<file path="src/pcm_tdm_pkg.sv">
package pcm_tdm_pkg;

    localparam int NUM_CH = 4;

    // Wishbone register byte offsets
    localparam logic [7:0] CTRL_OFS       = 8'h00;
    localparam logic [7:0] STATUS_OFS     = 8'h04;
    localparam logic [7:0] FRAME_CNT_OFS  = 8'h08;
    localparam logic [7:0] CH_BASE_OFS    = 8'h10;
    localparam logic [7:0] CH_STRIDE      = 8'h10;
    localparam logic [7:0] CH_CFG_OFS     = 8'h00;
    localparam logic [7:0] CH_TX_DATA_OFS = 8'h04;
    localparam logic [7:0] CH_RX_DATA_OFS = 8'h08;

    // Control register fields
    localparam int CTRL_ENABLE_BIT  = 0;
    localparam int CTRL_FS_RISE_BIT = 1;
    localparam logic [1:0] CTRL_RESET = 2'h0;

    // Status register fields
    localparam int STATUS_RX_READY_LSB = 0;
    localparam int STATUS_LOCKED_BIT   = 4;

    // Channel configuration fields
    localparam int CFG_TX_SLOT_LSB   = 0;
    localparam int CFG_RX_SLOT_LSB   = 8;
    localparam int CFG_TX_OFS_LSB    = 16;
    localparam int CFG_RX_OFS_LSB    = 20;
    localparam int CFG_LINEAR_BIT    = 24;
    localparam int CFG_TX_EN_BIT     = 25;
    localparam int CFG_RX_EN_BIT     = 26;
    localparam int CFG_ACT_SEL_BIT   = 27;
    localparam logic [31:0] CFG_RESET     = 32'h0000_0000;
    localparam logic [31:0] CFG_WR_MASK   = 32'h0F77_FFFF;
    localparam logic [15:0] TX_DATA_RESET = 16'h0000;

    // Slot geometry
    localparam int          BITS_PER_SLOT = 8;
    localparam logic [4:0]  LEN_COMPANDED = 5'd8;
    localparam logic [4:0]  LEN_LINEAR    = 5'd16;
    localparam logic [11:0] BIT_POS_IDLE  = 12'hFFF;

endpackage

</file>
<file path="src/pcm_tdm_single_clock_port.sv">
// Design decisions made here: the register offsets and the Wishbone interface to the registers.
`timescale 1ns/1ps
// What this block does
// - Every slot is shifted out and in most significant bit first.
// - Transmit bits launch on rising bit clock edges, receive bits sampled on falling.
// - Control bit picks rising or falling bit clock edge for frame sync sampling.
// - Each channel has separate transmit and receive offsets of zero to seven bits.
// - Linear coding uses two back-to-back eight-bit slots instead of one.
// - Each slot-active output, A or B, is low exactly while a channel selected onto it drives transmit data.
// - Transmit data output is released when the assigned slot ends.
// - Each offset unit shifts that direction by exactly one bit clock.
module pcm_tdm_single_clock_port
    import pcm_tdm_pkg::*;
(
    input  wire logic        i_sys_clk,
    input  wire logic        i_reset,
    input  wire logic        i_wb_cyc,
    input  wire logic        i_wb_stb,
    input  wire logic        i_wb_we,
    input  wire logic [7:0]  i_wb_adr,
    input  wire logic [3:0]  i_wb_sel,
    input  wire logic [31:0] i_wb_dat,
    output logic [31:0]      o_wb_dat,
    output logic             o_wb_ack,
    input  wire logic        i_pcm_bit_clk,
    input  wire logic        i_frame_sync,
    input  wire logic        i_pcm_rx_data,
    output logic             o_pcm_tx_data,
    output logic             o_pcm_tx_data_oe,
    output logic             o_tx_slot_active_a_n,
    output logic             o_tx_slot_active_b_n
);

    // Pin synchronisers
    logic [1:0] bclk_sync_ff, nxt_bclk_sync;
    logic [1:0] fs_sync_ff, nxt_fs_sync;
    logic [1:0] rxd_sync_ff, nxt_rxd_sync;
    logic       bclk_prev_ff, nxt_bclk_prev;

    // Frame timing
    logic        fs_prev_ff, nxt_fs_prev;
    logic        frame_armed_ff, nxt_frame_armed;
    logic [11:0] bit_pos_ff, nxt_bit_pos;
    logic [15:0] frame_cnt_ff, nxt_frame_cnt;
    logic        locked_ff, nxt_locked;

    // Registers
    logic [1:0]          ctrl_ff, nxt_ctrl;
    logic [31:0]         cfg_ff [NUM_CH];
    logic [31:0]         nxt_cfg [NUM_CH];
    logic [15:0]         tx_word_ff [NUM_CH];
    logic [15:0]         nxt_tx_word [NUM_CH];
    logic [NUM_CH-1:0]   rx_ready_ff, nxt_rx_ready;
    logic                ack_ff, nxt_ack;
    logic [31:0]         rdata_ff, nxt_rdata;

    // Pin outputs
    logic tx_data_ff, nxt_tx_data;
    logic tx_oe_ff, nxt_tx_oe;
    logic act_a_n_ff, nxt_act_a_n;
    logic act_b_n_ff, nxt_act_b_n;

    logic              bit_rise;
    logic              bit_fall;
    logic              fs_edge;
    logic              frame_hit;
    logic              wb_req;
    logic [31:0]       wmask;
    logic [NUM_CH-1:0] lane_active;
    logic [NUM_CH-1:0] lane_bit;
    logic [NUM_CH-1:0] lane_done;
    logic [15:0]       lane_rx_word [NUM_CH];

    // Link side: sample pins, find bit clock edges, track frame position
    always_comb begin
        nxt_bclk_sync = {bclk_sync_ff[0], i_pcm_bit_clk};
        nxt_fs_sync   = {fs_sync_ff[0], i_frame_sync};
        nxt_rxd_sync  = {rxd_sync_ff[0], i_pcm_rx_data};
        nxt_bclk_prev = bclk_sync_ff[1];
        bit_rise      = bclk_sync_ff[1] && !bclk_prev_ff;
        bit_fall      = !bclk_sync_ff[1] && bclk_prev_ff;
        // Sync and data share synchroniser depth, so their phase is kept
        fs_edge       = ctrl_ff[CTRL_FS_RISE_BIT] ? bit_rise : bit_fall;
        frame_hit     = ctrl_ff[CTRL_ENABLE_BIT] && fs_edge
                        && fs_sync_ff[1] && !fs_prev_ff;

        nxt_fs_prev     = fs_edge ? fs_sync_ff[1] : fs_prev_ff;
        nxt_frame_armed = frame_armed_ff;
        nxt_bit_pos     = bit_pos_ff;
        nxt_frame_cnt   = frame_cnt_ff;
        nxt_locked      = locked_ff;

        if (frame_hit) begin
            nxt_frame_armed = 1'b1;
            nxt_frame_cnt   = frame_cnt_ff + 16'd1;
            nxt_locked      = 1'b1;
        end
        if (!ctrl_ff[CTRL_ENABLE_BIT]) begin
            nxt_frame_armed = 1'b0;
            nxt_bit_pos     = BIT_POS_IDLE;
            nxt_locked      = 1'b0;
        end else if (bit_rise) begin
            if (frame_armed_ff) begin
                nxt_frame_armed = frame_hit;
                nxt_bit_pos     = 12'd0;
            end else if (bit_pos_ff != BIT_POS_IDLE) begin
                // Saturates so a missing sync never wraps into slot 0
                nxt_bit_pos = bit_pos_ff + 12'd1;
            end
        end
    end

    always_ff @(posedge i_sys_clk or posedge i_reset) begin
        if (i_reset) begin
            bclk_sync_ff   <= 2'b00;
            fs_sync_ff     <= 2'b00;
            rxd_sync_ff    <= 2'b00;
            bclk_prev_ff   <= 1'b0;
            fs_prev_ff     <= 1'b0;
            frame_armed_ff <= 1'b0;
            bit_pos_ff     <= BIT_POS_IDLE;
            frame_cnt_ff   <= 16'h0000;
            locked_ff      <= 1'b0;
        end else begin
            bclk_sync_ff   <= nxt_bclk_sync;
            fs_sync_ff     <= nxt_fs_sync;
            rxd_sync_ff    <= nxt_rxd_sync;
            bclk_prev_ff   <= nxt_bclk_prev;
            fs_prev_ff     <= nxt_fs_prev;
            frame_armed_ff <= nxt_frame_armed;
            bit_pos_ff     <= nxt_bit_pos;
            frame_cnt_ff   <= nxt_frame_cnt;
            locked_ff      <= nxt_locked;
        end
    end

    // Per-channel slot engines
    genvar g;
    generate
        for (g = 0; g < NUM_CH; g = g + 1) begin : g_lane
            pcm_slot_lane u_lane (
                .i_sys_clk   (i_sys_clk),
                .i_reset     (i_reset),
                .i_bit_rise  (bit_rise && ctrl_ff[CTRL_ENABLE_BIT]),
                .i_bit_fall  (bit_fall),
                .i_bit_pos   (nxt_bit_pos),
                .i_rx_bit    (rxd_sync_ff[1]),
                .i_tx_slot   (cfg_ff[g][CFG_TX_SLOT_LSB +: 8]),
                .i_rx_slot   (cfg_ff[g][CFG_RX_SLOT_LSB +: 8]),
                .i_tx_offset (cfg_ff[g][CFG_TX_OFS_LSB +: 3]),
                .i_rx_offset (cfg_ff[g][CFG_RX_OFS_LSB +: 3]),
                .i_linear    (cfg_ff[g][CFG_LINEAR_BIT]),
                .i_tx_enable (cfg_ff[g][CFG_TX_EN_BIT]),
                .i_rx_enable (cfg_ff[g][CFG_RX_EN_BIT]),
                .i_tx_word   (tx_word_ff[g]),
                .o_tx_active (lane_active[g]),
                .o_tx_bit    (lane_bit[g]),
                .o_rx_word   (lane_rx_word[g]),
                .o_rx_done   (lane_done[g])
            );
        end
    endgenerate

    // Shared bus driver and slot-active strobes
    always_comb begin
        nxt_tx_data = |(lane_bit & lane_active);
        nxt_tx_oe   = |lane_active;
        nxt_act_a_n = 1'b1;
        nxt_act_b_n = 1'b1;
        for (int ch = 0; ch < NUM_CH; ch++) begin
            if (lane_active[ch] && cfg_ff[ch][CFG_ACT_SEL_BIT]) begin
                nxt_act_b_n = 1'b0;
            end else if (lane_active[ch]) begin
                nxt_act_a_n = 1'b0;
            end
        end
    end

    always_ff @(posedge i_sys_clk or posedge i_reset) begin
        if (i_reset) begin
            tx_data_ff <= 1'b0;
            tx_oe_ff   <= 1'b0;
            act_a_n_ff <= 1'b1;
            act_b_n_ff <= 1'b1;
        end else begin
            tx_data_ff <= nxt_tx_data;
            tx_oe_ff   <= nxt_tx_oe;
            act_a_n_ff <= nxt_act_a_n;
            act_b_n_ff <= nxt_act_b_n;
        end
    end

    // Wishbone classic slave, one wait state, unmapped reads return zero
    always_comb begin
        wb_req = i_wb_cyc && i_wb_stb && !ack_ff;
        wmask  = {{8{i_wb_sel[3]}}, {8{i_wb_sel[2]}}, {8{i_wb_sel[1]}}, {8{i_wb_sel[0]}}};
        nxt_ack   = wb_req;
        nxt_rdata = 32'h0000_0000;
        nxt_ctrl  = ctrl_ff;
        // Hardware set wins over a same-cycle software clear
        nxt_rx_ready = rx_ready_ff | lane_done;
        for (int ch = 0; ch < NUM_CH; ch++) begin
            nxt_cfg[ch]     = cfg_ff[ch];
            nxt_tx_word[ch] = tx_word_ff[ch];
        end

        if (wb_req) begin
            if (i_wb_adr == CTRL_OFS) begin
                nxt_rdata = {30'd0, ctrl_ff};
                if (i_wb_we && i_wb_sel[0]) begin
                    nxt_ctrl = i_wb_dat[1:0];
                end
            end else if (i_wb_adr == STATUS_OFS) begin
                nxt_rdata = {27'd0, locked_ff, rx_ready_ff};
                if (i_wb_we && i_wb_sel[0]) begin
                    nxt_rx_ready = (rx_ready_ff & ~i_wb_dat[NUM_CH-1:0]) | lane_done;
                end
            end else if (i_wb_adr == FRAME_CNT_OFS) begin
                nxt_rdata = {16'd0, frame_cnt_ff};
            end else begin
                for (int ch = 0; ch < NUM_CH; ch++) begin
                    if (i_wb_adr == CH_BASE_OFS + 8'(ch) * CH_STRIDE + CH_CFG_OFS) begin
                        nxt_rdata = cfg_ff[ch];
                        if (i_wb_we) begin
                            nxt_cfg[ch] = ((cfg_ff[ch] & ~wmask) | (i_wb_dat & wmask))
                                          & CFG_WR_MASK;
                        end
                    end else if (i_wb_adr == CH_BASE_OFS + 8'(ch) * CH_STRIDE
                                 + CH_TX_DATA_OFS) begin
                        nxt_rdata = {16'd0, tx_word_ff[ch]};
                        if (i_wb_we) begin
                            nxt_tx_word[ch] = (tx_word_ff[ch] & ~wmask[15:0])
                                              | (i_wb_dat[15:0] & wmask[15:0]);
                        end
                    end else if (i_wb_adr == CH_BASE_OFS + 8'(ch) * CH_STRIDE
                                 + CH_RX_DATA_OFS) begin
                        nxt_rdata = {16'd0, lane_rx_word[ch]};
                    end
                end
            end
        end
    end

    always_ff @(posedge i_sys_clk or posedge i_reset) begin
        if (i_reset) begin
            ctrl_ff     <= CTRL_RESET;
            rx_ready_ff <= '0;
            ack_ff      <= 1'b0;
            rdata_ff    <= 32'h0000_0000;
            for (int ch = 0; ch < NUM_CH; ch++) begin
                cfg_ff[ch]     <= CFG_RESET;
                tx_word_ff[ch] <= TX_DATA_RESET;
            end
        end else begin
            ctrl_ff     <= nxt_ctrl;
            rx_ready_ff <= nxt_rx_ready;
            ack_ff      <= nxt_ack;
            rdata_ff    <= nxt_rdata;
            for (int ch = 0; ch < NUM_CH; ch++) begin
                cfg_ff[ch]     <= nxt_cfg[ch];
                tx_word_ff[ch] <= nxt_tx_word[ch];
            end
        end
    end

    assign o_wb_dat             = rdata_ff;
    assign o_wb_ack             = ack_ff;
    assign o_pcm_tx_data        = tx_data_ff;
    assign o_pcm_tx_data_oe     = tx_oe_ff;
    assign o_tx_slot_active_a_n = act_a_n_ff;
    assign o_tx_slot_active_b_n = act_b_n_ff;

endmodule

</file>
<file path="src/pcm_slot_lane.sv">
`timescale 1ns/1ps
module pcm_slot_lane
    import pcm_tdm_pkg::*;
(
    input  wire logic        i_sys_clk,
    input  wire logic        i_reset,
    input  wire logic        i_bit_rise,
    input  wire logic        i_bit_fall,
    input  wire logic [11:0] i_bit_pos,
    input  wire logic        i_rx_bit,
    input  wire logic [7:0]  i_tx_slot,
    input  wire logic [7:0]  i_rx_slot,
    input  wire logic [2:0]  i_tx_offset,
    input  wire logic [2:0]  i_rx_offset,
    input  wire logic        i_linear,
    input  wire logic        i_tx_enable,
    input  wire logic        i_rx_enable,
    input  wire logic [15:0] i_tx_word,
    output logic             o_tx_active,
    output logic             o_tx_bit,
    output logic [15:0]      o_rx_word,
    output logic             o_rx_done
);

    logic        tx_active_ff, nxt_tx_active;
    logic        tx_bit_ff, nxt_tx_bit;
    logic [15:0] tx_shift_ff, nxt_tx_shift;
    logic        rx_arm_ff, nxt_rx_arm;
    logic        rx_last_ff, nxt_rx_last;
    logic [15:0] rx_acc_ff, nxt_rx_acc;
    logic [15:0] rx_word_ff, nxt_rx_word;
    logic        rx_done_ff, nxt_rx_done;

    logic [11:0] tx_start;
    logic [11:0] rx_start;
    logic [11:0] tx_idx;
    logic [11:0] rx_idx;
    logic [11:0] slot_len;
    logic        tx_in;
    logic        rx_in;
    logic [15:0] tx_load;

    always_comb begin
        // Slot n starts at bit 8n plus the direction's offset
        tx_start = {1'b0, i_tx_slot, 3'b000} + {9'd0, i_tx_offset};
        rx_start = {1'b0, i_rx_slot, 3'b000} + {9'd0, i_rx_offset};
        slot_len = {7'd0, i_linear ? LEN_LINEAR : LEN_COMPANDED};
        tx_idx   = i_bit_pos - tx_start;
        rx_idx   = i_bit_pos - rx_start;
        tx_in    = i_tx_enable && (i_bit_pos >= tx_start) && (tx_idx < slot_len);
        rx_in    = i_rx_enable && (i_bit_pos >= rx_start) && (rx_idx < slot_len);
        // Companded sample sits in the low byte, sent MSB first
        tx_load  = i_linear ? i_tx_word : {i_tx_word[7:0], 8'h00};

        nxt_tx_active = tx_active_ff;
        nxt_tx_bit    = tx_bit_ff;
        nxt_tx_shift  = tx_shift_ff;
        nxt_rx_arm    = rx_arm_ff;
        nxt_rx_last   = rx_last_ff;
        nxt_rx_acc    = rx_acc_ff;
        nxt_rx_word   = rx_word_ff;
        nxt_rx_done   = 1'b0;

        if (i_bit_rise) begin
            nxt_tx_active = tx_in;
            if (!tx_in) begin
                nxt_tx_bit = 1'b0;
            end else if (tx_idx == 12'd0) begin
                // Snapshot at slot start so a mid-slot write cannot tear the sample
                nxt_tx_bit   = tx_load[15];
                nxt_tx_shift = {tx_load[14:0], 1'b0};
            end else begin
                nxt_tx_bit   = tx_shift_ff[15];
                nxt_tx_shift = {tx_shift_ff[14:0], 1'b0};
            end
            nxt_rx_arm  = rx_in;
            nxt_rx_last = (rx_idx == slot_len - 12'd1);
        end

        if (i_bit_fall && rx_arm_ff) begin
            nxt_rx_arm = 1'b0;
            nxt_rx_acc = {rx_acc_ff[14:0], i_rx_bit};
            if (rx_last_ff) begin
                nxt_rx_done = 1'b1;
                nxt_rx_word = i_linear ? {rx_acc_ff[14:0], i_rx_bit}
                                       : {8'h00, rx_acc_ff[6:0], i_rx_bit};
            end
        end
    end

    always_ff @(posedge i_sys_clk or posedge i_reset) begin
        if (i_reset) begin
            tx_active_ff <= 1'b0;
            tx_bit_ff    <= 1'b0;
            tx_shift_ff  <= 16'h0000;
            rx_arm_ff    <= 1'b0;
            rx_last_ff   <= 1'b0;
            rx_acc_ff    <= 16'h0000;
            rx_word_ff   <= 16'h0000;
            rx_done_ff   <= 1'b0;
        end else begin
            tx_active_ff <= nxt_tx_active;
            tx_bit_ff    <= nxt_tx_bit;
            tx_shift_ff  <= nxt_tx_shift;
            rx_arm_ff    <= nxt_rx_arm;
            rx_last_ff   <= nxt_rx_last;
            rx_acc_ff    <= nxt_rx_acc;
            rx_word_ff   <= nxt_rx_word;
            rx_done_ff   <= nxt_rx_done;
        end
    end

    assign o_tx_active = tx_active_ff;
    assign o_tx_bit    = tx_bit_ff;
    assign o_rx_word   = rx_word_ff;
    assign o_rx_done   = rx_done_ff;

endmodule

</file>
<file path="config.mk">
export PLATFORM = sky130hd
export DESIGN_NAME = pcm_tdm_single_clock_port
export DESIGN_NICKNAME = d
export VERILOG_FILES = /design/src/pcm_tdm_pkg.sv /design/src/pcm_tdm_single_clock_port.sv /design/src/pcm_slot_lane.sv
export SDC_FILE = /design/constraint.sdc
export NUM_CORES = 1
export LEC_CHECK = 0
export BUFFER_PORTS_ARGS = -buffer_cell sky130_fd_sc_hd__buf_2
export CORE_ASPECT_RATIO = 1.5
export CORE_MARGIN = 2
export CORE_UTILIZATION = 45
export CTS_CLUSTER_SIZE = 8
export DETAILED_ROUTE_END_ITERATION = 10
export HOLD_SLACK_MARGIN = 0.06
export PLACE_DENSITY = 0.64
export SYNTH_ARGS = -nofsm -noshare
export SYNTH_HDL_FRONTEND = slang
export SYNTH_SLANG_ARGS = --single-unit
</file>
<file path="constraint.sdc">
create_clock -name i_sys_clk -period 17 [get_ports i_sys_clk]
set_clock_uncertainty 0.2 [all_clocks]
set_input_delay 1.7 -clock i_sys_clk [delete_from_list [all_inputs] [get_ports i_sys_clk]]
set_output_delay 1.7 -clock i_sys_clk [all_outputs]
set_load 0.05 [all_outputs]
</file>
Word-level counts from Yosys, hierarchy flattened
Cells that the tools add are included.
W data, S select, Z words.
Cells by class
  bitwise operators: 32
  multiplexer cells: 83
  equal/unequal tests: 20
  reduce and logical (&&, ||, !) cells: 65
  magnitude comparators: 16
  add/sub/neg operators: 22
Operators by type and width (count)
  $mux W32: 13
  $mux W16: 14
  $and A28 B28 Y28: 5
  $or A28 B28 Y28: 4
  $add A11 B3 Y12: 8
  $ge A12 B12 Y1: 8
  $lt A12 B5 Y1: 8
  $sub A12 B12 Y12: 8
  $and A16 B16 Y16: 5
  $or A16 B16 Y16: 4
  $eq A12 B12 Y1: 4
  $eq A8 B6 Y1 const B: 6
  $logic_not A12 Y1: 4
  $mux W12: 4
  $mux W1: 43
  $logic_and A1 B1 Y1: 33
  $mux W28: 1
  $not A28 Y28: 1
  $reduce_and A7 Y1: 4
  $eq A8 B5 Y1 const B: 3
  $eq A8 B7 Y1 const B: 3
  $reduce_and A6 Y1: 4
  $sub A5 B1 Y6 const B: 4
  $mux W5: 4
  18 further kinds: 43
Storage, ports and cells
  input bits: 52
  word-level logic and storage cells: 295
  register bits after elaboration: 457

Logic depth before layout (Yosys ltp)
Gate-level depths: netlist of the first run.
  depth in word-level cells: 17
  mapped depth: 22
  depth with buffers taken out: 19

By module
A second synthesis of the first run with hierarchy kept.
Second synthesis, totals
  cells, all modules: 2498
  area, all modules: 26206.4 um2
Modules (own cells, without submodules)
  pcm_tdm_single_clock_port: sequential area each 6098.3 um2, area an instance 12301.8 um2, cells each 1131, instances 1
  pcm_slot_lane at g_lane[0].u_lane ...: sequential area each 1276.2 um2, area an instance 3485.8 um2, cells each 343, instances 3
  pcm_slot_lane at g_lane[1].u_lane: sequential area each 1276.2 um2, area an instance 3447.1 um2, cells each 338, instances 1

Worst setup path before layout of the first run
Ideal clock, no wire load.
  kind: reg-to-reg
  start: register bit_pos_ff[0]
  end: register g_lane[1].u_lane.tx_shift_ff[1]
  period minus slack after synthesis: 5.494 ns
  library setup time: 0.125 ns
  data arrival time: 5.169 ns
  slack: 11.506 ns
  stages on the path, launching flop included: 21
  path buffers: 3
  cells stage by stage: dfstp_2 > ha_1 > nand2_1 > nor2_1 > nand2b_1 > and2_1 > clkbuf_1 > mux2i_1 > o21ai_0 > ha_1 > nor2b_1 > o31a_1 > o21a_1 > nor2_1 > ha_1 > a221oi_1 > o211ai_1 > a2111o_1 > buf_2 > buf_2 > mux2_2
Between the ends
  cells in the longest elaborated chain, start to end: 9
RTL lines
  from (decl): line pcm_tdm_single_clock_port.sv:43  | logic [11:0] bit_pos_ff, nxt_bit_pos;
  from (signal assigned): line pcm_tdm_single_clock_port.sv:131  | bit_pos_ff <= nxt_bit_pos;
  $add A12 B1 Y12 or $ne A12 B12 Y1 (tied branches): line pcm_tdm_single_clock_port.sv:108, pcm_tdm_single_clock_port.sv:106
  $mux W12 *: line pcm_tdm_single_clock_port.sv:106  | end else if (bit_pos_ff != BIT_POS_IDLE) begin
  $mux W12 *: line pcm_tdm_single_clock_port.sv:103  | if (frame_armed_ff) begin
  $mux W12 *: line pcm_tdm_single_clock_port.sv:102  | end else if (bit_rise) begin
  $mux W12 *: line pcm_tdm_single_clock_port.sv:98  | if (!ctrl_ff[CTRL_ENABLE_BIT]) begin
  named net g_lane[0].u_lane.i_bit_pos[1]: line pcm_slot_lane.sv:9  | input wire logic [11:0] i_bit_pos,
  $sub A12 B12 Y12 or $ge A12 B12 Y1 (tied branches): line pcm_slot_lane.sv:48, pcm_slot_lane.sv:50
  $lt A12 B5 Y1 or $logic_and A1 B1 Y1 (tied branches): line pcm_slot_lane.sv:50  | tx_in = i_tx_enable && (i_bit_pos >= tx_start) && (tx_idx < slot_len);
  $logic_and A1 B1 Y1: line pcm_slot_lane.sv:50
  $reduce_and A2 Y1 (no line)
  to (signal assigned): line pcm_slot_lane.sv:104  | tx_shift_ff <= nxt_tx_shift;
  to (decl): line pcm_slot_lane.sv:27  | logic [15:0] tx_shift_ff, nxt_tx_shift;
Mark *: on every way through the listed nets, which the timed path passes. The rest lies on a longest branch.
A chain may end at the register's enable or synchronous reset.

Final worst setup path of the first run
  start: register bit_pos_ff[0]
  end: register g_lane[2].u_lane.tx_bit_ff
Between the ends
  cells in the longest elaborated chain, start to end: 9
RTL lines
  $add A12 B1 Y12 or $ne A12 B12 Y1 (tied branches): line pcm_tdm_single_clock_port.sv:108, pcm_tdm_single_clock_port.sv:106
  $mux W12 *: line pcm_tdm_single_clock_port.sv:106
  $mux W12 *: line pcm_tdm_single_clock_port.sv:103
  $mux W12 *: line pcm_tdm_single_clock_port.sv:102
  $mux W12 *: line pcm_tdm_single_clock_port.sv:98
  named net g_lane[0].u_lane.i_bit_pos[3]: line pcm_slot_lane.sv:9
  $sub A12 B12 Y12 or $ge A12 B12 Y1 (tied branches): line pcm_slot_lane.sv:48, pcm_slot_lane.sv:50
  $lt A12 B5 Y1 (tied with other cells): line pcm_slot_lane.sv:50
  $logic_and A1 B1 Y1 or $mux W1 (tied branches): line pcm_slot_lane.sv:50, pcm_slot_lane.sv:68
  $mux W1 *: line pcm_slot_lane.sv:66  | if (!tx_in) begin
  to (signal assigned): line pcm_slot_lane.sv:103  | tx_bit_ff <= nxt_tx_bit;
  to (decl): line pcm_slot_lane.sv:26  | logic tx_bit_ff, nxt_tx_bit;
Marks and branches as above.

==> impl_metrics.env, run 1 <==
export IMPL_fill_cells=4701
export IMPL_synth_flop_cell="dfrtp_1"
export IMPL_viasPerCell=6.03
export IMPL_numCtsBuffers=66
export IMPL_placementRows=103
export IMPL_r2r_cells=18
export IMPL_clk_path_buf_depth=3
export IMPL_final_nets=2521
export IMPL_design_area_um2=26900
export IMPL_portBuffers=76
export IMPL_seq_area_um2=11200
export IMPL_grt_pass1_vias=18800
export IMPL_grt_max_degree=173
export IMPL_cap_violations=0
export IMPL_antenna_found_initial=2
export IMPL_drtAntennaViolNets=0
export IMPL_clock_sinks=447
export IMPL_die_h_um=286
export IMPL_power_density_nw_per_um2=118
export IMPL_hold_class="reg2reg"
export IMPL_netlist_instances=2268
export IMPL_wl_mm=73.5
export IMPL_hold_buffers=0
export IMPL_critPathLaunchType="flop"
export IMPL_synth_area_per_cell_um2=10.5
export IMPL_fmax_ghz=0.173
export IMPL_ctsResizeCount=0
export IMPL_cp_required_ns=17.24
export IMPL_r2r_end="g_lane[2].u_lane.o_tx_bit"
export IMPL_peakVddDrop_uv=62.7
export IMPL_period_needed_ns=5.79
export IMPL_status="finished clean"
export IMPL_crit_arrival_ns=6.03
export IMPL_power_leakage_nw=12.2
export IMPL_areaGrowthSynthToFinish_pct=12.7
export IMPL_drc_errors=0
export IMPL_dp_hpwl_mm=53.8
export IMPL_start_util_pct=45.4
export IMPL_cts_tree="done"
export IMPL_synthDominantCellAreaShare_pct=45.4
export IMPL_wire_per_inst_um=23.9
export IMPL_multi_input_area_um2=11900
export IMPL_grt_total_usage_pct=27.2
export IMPL_rrSetupSlack_ns=11.21
export IMPL_dpl_worst_slack_ns=11.37
export IMPL_synth_edff_count=0
export IMPL_power_mw=3.19
export IMPL_grt_pass1_wl_mm=112
export IMPL_post_cts_setup_buffer_count=0
export IMPL_yosys_register_bits=447
export IMPL_maxSlewViolCount=0
export IMPL_die_area_um2=55000
export IMPL_synth_area_leaders="dfrtp_1 45%, mux2_2 14%, ha_1 5.3%"
export IMPL_cp_max_fo=15
export IMPL_clkSlewWorstSetupHoldPaths_ns=0.06
export IMPL_route_vias_total=18500
export IMPL_rsz0062_at_grt="no"
export IMPL_clk_latency_ns=0.61
export IMPL_ys_seq_area_share_pct=46.9
export IMPL_synthesis_area_um2=23900
export IMPL_crit_end="g_lane[2].u_lane.o_tx_bit"
export IMPL_num_io_pins=89
export IMPL_gp_congestion=0.970
export IMPL_grt_overflow_total=0
export IMPL_synth_warnings=0
export IMPL_fin_ws_ns=11.21
export IMPL_setup_viol=0
export IMPL_final_hold_violation_count=0
export IMPL_core_area_um2=52600
export IMPL_drive_gt1_share_pct=22.3
export IMPL_slew_headroom_pct=10.3
export IMPL_drt_iter0_markers=1247
export IMPL_fp_dieW_um=192
export IMPL_tightest_slew_ns=1.33
export IMPL_fin_tns_setup_ns=0
export IMPL_crit_start="bit_pos_ff[0]"
export IMPL_h_tree_depth=3
export IMPL_postSynth_asyncResetShare_pct=100
export IMPL_min_period_over_period_pct=34.1
export IMPL_post_route_util_pct=51.2
export IMPL_worstSetupPathType="reg2reg"
export IMPL_place_area_um2=25100
export IMPL_drt_pass1_iterations=8
export IMPL_yosysUniqueCellTypes=81
export IMPL_yosysTopAreaCell="dfrtp_1"
export IMPL_end_kind="flop"
export IMPL_root_buffer="clkbuf_16"
export IMPL_r2r_start="bit_pos_ff[0]"
## cell type report
| cell class | instances | share of cell area (%) |
|---|---|---|
| multi-input combinational | 1609 | 44.1 |
| sequential | 447 | 41.6 |
| clock buffer | 83 | 6.37 |
| tap | 682 | 3.17 |
| timing repair buffer | 114 | 2.52 |
| inverter | 125 | 1.77 |
| clock inverter | 7 | 0.483 |
| antenna | 2 | 0.0186 |
## cells in the final DEF, fill, tap and decap left out, types with 53 or more instances in the layout
master,n
o21ai_0,167
inv_1,124
buf_2,76
mux2_2,304
nor2_1,104
nand3_1,53
nand2_1,238
ha_1,102
dfrtp_1,433
a21oi_1,79
a22oi_1,63
clkbuf_16,66
## cell families after synthesis
kind of cell	Yosys count	synth area share, %
buf+inv	217	3.70
flops	447	46.9
fa+ha+maj	106	5.68
other cells	1	0.0157
simple gates	577	11.4
compound gates	516	14.0
mux	355	16.5
xor+xnor	49	1.80
## cell usage after synthesis, types with 50 or more instances
cell type  number
ha_1          102
mux2_2        304
mux2i_1        50
nand2_1       238
dfrtp_1       433
a22oi_1        63
nand3_1        53
clkbuf_1       72
o21ai_0       168
inv_1         125
nor2_1        106
a21oi_1        79
## worst min path at each step
stage                    start               to  cells past startpoint
3_5_place_dp     fs_sync_ff[0]    fs_sync_ff[1]                      0
5_1_grt        bclk_sync_ff[0]  bclk_sync_ff[1]                      0
3_3_place_gp    rxd_sync_ff[0]   rxd_sync_ff[1]                      0
6_report         fs_sync_ff[0]    fs_sync_ff[1]                      0
4_1_cts          fs_sync_ff[0]    fs_sync_ff[1]                      0
2_1_floorplan  bclk_sync_ff[0]  bclk_sync_ff[1]                      0
## power breakdown
part / internal, mW / switching [mW]
registers: 1.09 / 0.0207
clock network: 0.708 / 0.488
logic: 0.343 / 0.537
total: 2.14 / 1.05
## per-layer routing
layer  GRT usage [%]  wire length [um]  vias up
li1                -                 -     8414
met4            19.7              5830        2
met2            43.8             34700      655
met3            4.65              4450      223
met5               0                 7        -
met1            32.8             28500     9214
## worst max-delay path, stage by stage, from the launching register on
cell and delay, ns:
dfstp_2 0.55, ha_1 0.22, nand2_1 0.09, nor2_1 0.30, nand2b_1 0.17, and2_1 0.26
nor2b_1 0.18, xnor2_1 0.15, o21ai_0 0.09, buf_4 0.25, ha_1 0.37, o21a_1 0.14
o31a_1 0.19, o21ai_0 0.09, o31a_1 0.13, nor3_1 0.85, nand2_1 0.73, mux2i_1 0.53
o21ai_0 0.12
## per-stage QoR
step / std cells / hold slack [ns]
global placement: 2977 / 0.133
detailed placement: 2977 / 0.136
global route: 3067 / 0.160
floorplan: 2273 / 0.131
finish: 3069 / 0.146
CTS: 3067 / 0.146
No activity file was read; power rests on OpenSTA's default activity.
==> inputs of run 2 (changes only) <==
==> constraint.sdc (replaced) <==
create_clock -name i_sys_clk -period 5.7 [get_ports i_sys_clk]
set_clock_uncertainty 0.2 [all_clocks]
set_input_delay 0.57 -clock i_sys_clk [delete_from_list [all_inputs] [get_ports i_sys_clk]]
set_output_delay 0.57 -clock i_sys_clk [all_outputs]
set_load 0.05 [all_outputs]
==> run 2 against run 1 <==
Die area unchanged. Worst hold slack worse by 0.050 ns. Flip-flop and latch count unchanged. Maximum frequency up 9.9%. Wire length up 1.2%. Global-route usage about the same. Sequential power rose to 3.0 times the previous value. Clock-buffer cell count down 2. Clock power rose to 3.0 times the previous value. Critical endpoint is now g_lane[2].u_lane.tx_shift_ff[11]. Largest cell class unchanged. Highest routed layer is now met4.
==> impl_metrics.env, run 2 (synthesis results as in run 1) <==
export IMPL_status="finished clean"
export IMPL_root_buffer="clkbuf_16"
export IMPL_hold_ws_ns=0.0957
export IMPL_wl_mm=74.4
export IMPL_tightest_slew_ns=1.16
export IMPL_min_delay_start="i_wb_dat[26]"
export IMPL_hold_class="in2reg"
export IMPL_seqPwrFrac_pct=34.5
export IMPL_final_hold_violation_count=0
export IMPL_cp_required_ns=6.00
export IMPL_cts_tree="done"
export IMPL_grt_overflow_total=0
export IMPL_antenna_found_initial=1
export IMPL_start_util_pct=45.4
export IMPL_clock_sinks=447
export IMPL_portBuffers=76
export IMPL_grt_pass1_wl_mm=112
export IMPL_areaGrowthSynthToFinish_pct=13.6
export IMPL_peakVddDrop_uv=194
export IMPL_hold_path_depth=2
export IMPL_period_needed_ns=5.27
export IMPL_fin_tns_setup_ns=0
export IMPL_drt_pass1_iterations=8
export IMPL_p_clk_share_pct=37.5
export IMPL_worstSetupPathType="reg2reg"
export IMPL_mostFrequentLayoutCells="433 x dfrtp_1, 304 x mux2_2, 238 x nand2_1, 167 x o21ai_0, 124 x inv_1"
export IMPL_drive_gt1_share_pct=22.8
export IMPL_clkSlewWorstSetupHoldPaths_ns=0.05
export IMPL_maxSlewViolCount=0
export IMPL_h_tree_depth=3
export IMPL_fmax_ghz=0.190
export IMPL_min_period_over_period_pct=92.5
export IMPL_clk_latency_ns=0.59
export IMPL_swShare_pct=32.8
export IMPL_intPower_mw=6.45
export IMPL_die_area_um2=55000
export IMPL_final_cells=3081
export IMPL_power_leakage_nw=12.3
export IMPL_numCtsBuffers=66
export IMPL_critPathLaunchType="flop"
export IMPL_crit_arrival_ns=5.57
export IMPL_grt_pass1_vias=18600
export IMPL_grt_total_usage_pct=27.2
export IMPL_rsz0062_at_grt="no"
export IMPL_p_comb_share_pct=28.0
export IMPL_dp_cells=2985
export IMPL_r2r_start="bit_pos_ff[7]"
export IMPL_dp_hpwl_mm=54.9
export IMPL_rrSetupSlack_ns=0.43
export IMPL_slew_headroom_pct=22.1
export IMPL_setup_viol=0
export IMPL_power_density_nw_per_um2=354
export IMPL_num_io_pins=89
export IMPL_drc_errors=0
export IMPL_insertedDiodeCount=0
export IMPL_cp_max_fo=16
export IMPL_r2r_cells=16
export IMPL_drtAntennaViolNets=0
export IMPL_clk_path_buf_depth=3
export IMPL_cap_violations=0
export IMPL_wire_per_inst_um=24.1
export IMPL_core_area_um2=52600
export IMPL_end_kind="flop"
export IMPL_viasPerCell=6.00
export IMPL_final_nets=2537
export IMPL_drt_iter0_markers=1244
export IMPL_fp_dieW_um=192
export IMPL_r2r_end="g_lane[2].u_lane.tx_shift_ff[11]"
export IMPL_p_switching_mw=3.14
export IMPL_layout_commonest_cell="dfrtp_1"
export IMPL_placementRows=103
export IMPL_gp_congestion=0.917
export IMPL_route_vias_total=18500
export IMPL_die_h_um=286
export IMPL_grt_max_degree=153
run 2: changes by cell type in the layout (fill, tap and decap cells not counted), sizes merged:
cell	change
buf	+9
o311ai	+1
diode	-2
clkbuf	-2
clkinvlp	+1
clkinv	-2
inv	+1
dlygate4sd3	+6
run 2: metal layers:
| metal | GRT usage, % | up-vias | wire (um) |
|---|---|---|---|
| met3 | 3.46 | 188 | 3570 |
| met4 | 17.2 | 0 | 5210 |
| li1 | - | 8443 | - |
| met5 | 0 | - | 0 |
| met2 | 45.1 | 616 | 35700 |
| met1 | 33.4 | 9249 | 29900 |
run 2: repair_timing:
action,CTS,global route
gates resized for setup,0,4
buffers inserted,0,1
setup endpoints to repair,0,17
hold buffers,6,0
endpoints found under the hold margin,24,0
run 2: power groups by stage:
| stage | Clock [mW] | Sequential, mW | Combinational [mW] |
|---|---|---|---|
| after CTS | 3.65 | 3.31 | 2.62 |
| after global placement | 0 | 3.36 | 2.51 |
| after floorplan | 0 | 3.35 | 1.91 |
| after global routing | 3.79 | 3.32 | 2.99 |
| final | 3.60 | 3.31 | 2.68 |
| after detailed placement | 0 | 3.36 | 2.60 |
run 2: cell type report:
type,instances,area (um2)
sequential,447,11200
timing repair buffer,129,843
multi-input combinational,1610,11900
clock buffer,81,1740
tap,682,853
fill,4746,25400
clock inverter,7,121
inverter,125,473
run 2: worst max-delay path by stage:
stage,startpoint,endpoint,slack (ns),cells after the start
2_1_floorplan,i_reset,async pin,-1.10,1
3_3_place_gp,bit_pos_ff[7],g_lane[2].u_lane.tx_shift_ff[2],0.41,15
3_5_place_dp,bit_pos_ff[3],g_lane[2].u_lane.tx_shift_ff[6],0.32,15
4_1_cts,bit_pos_ff[3],g_lane[2].u_lane.tx_shift_ff[13],0.29,15
5_1_grt,bit_pos_ff[3],g_lane[2].u_lane.tx_shift_ff[13],0.05,16
6_report,bit_pos_ff[7],g_lane[2].u_lane.tx_shift_ff[11],0.43,16
run 2: metrics by stage:
| step | util [%] | power (mW) | area, um2 | setup slack [ns] |
|---|---|---|---|---|
| 6_report | 51.6 | 9.60 | 27100 | 0.428 |
| 3_5_place_dp | 47.8 | 5.96 | 25200 | 0.319 |
| 2_1_floorplan | - | 5.26 | 23900 | -1.10 |
| 3_3_place_gp | 47.8 | 5.87 | 25200 | 0.414 |
| 5_1_grt | 51.6 | 10.1 | 27100 | 0.0503 |
| 4_1_cts | 51.5 | 9.59 | 27100 | 0.289 |
run 2: worst max-delay path: stages, from the launching register on:
cell	delay [ns]
dfstp_2	0.59
and3_1	0.23
nand3_1	0.13
nand2b_1	0.21
and2_1	0.25
mux2i_1	0.14
o21ai_1	0.56
buf_4	0.31
ha_1	0.26
nor2b_1	0.15
o31a_1	0.28
o31ai_1	0.32
a21oi_1	0.22
and4_1	0.36
o311ai_4	0.73
nand2_1	0.12
o21ai_0	0.11
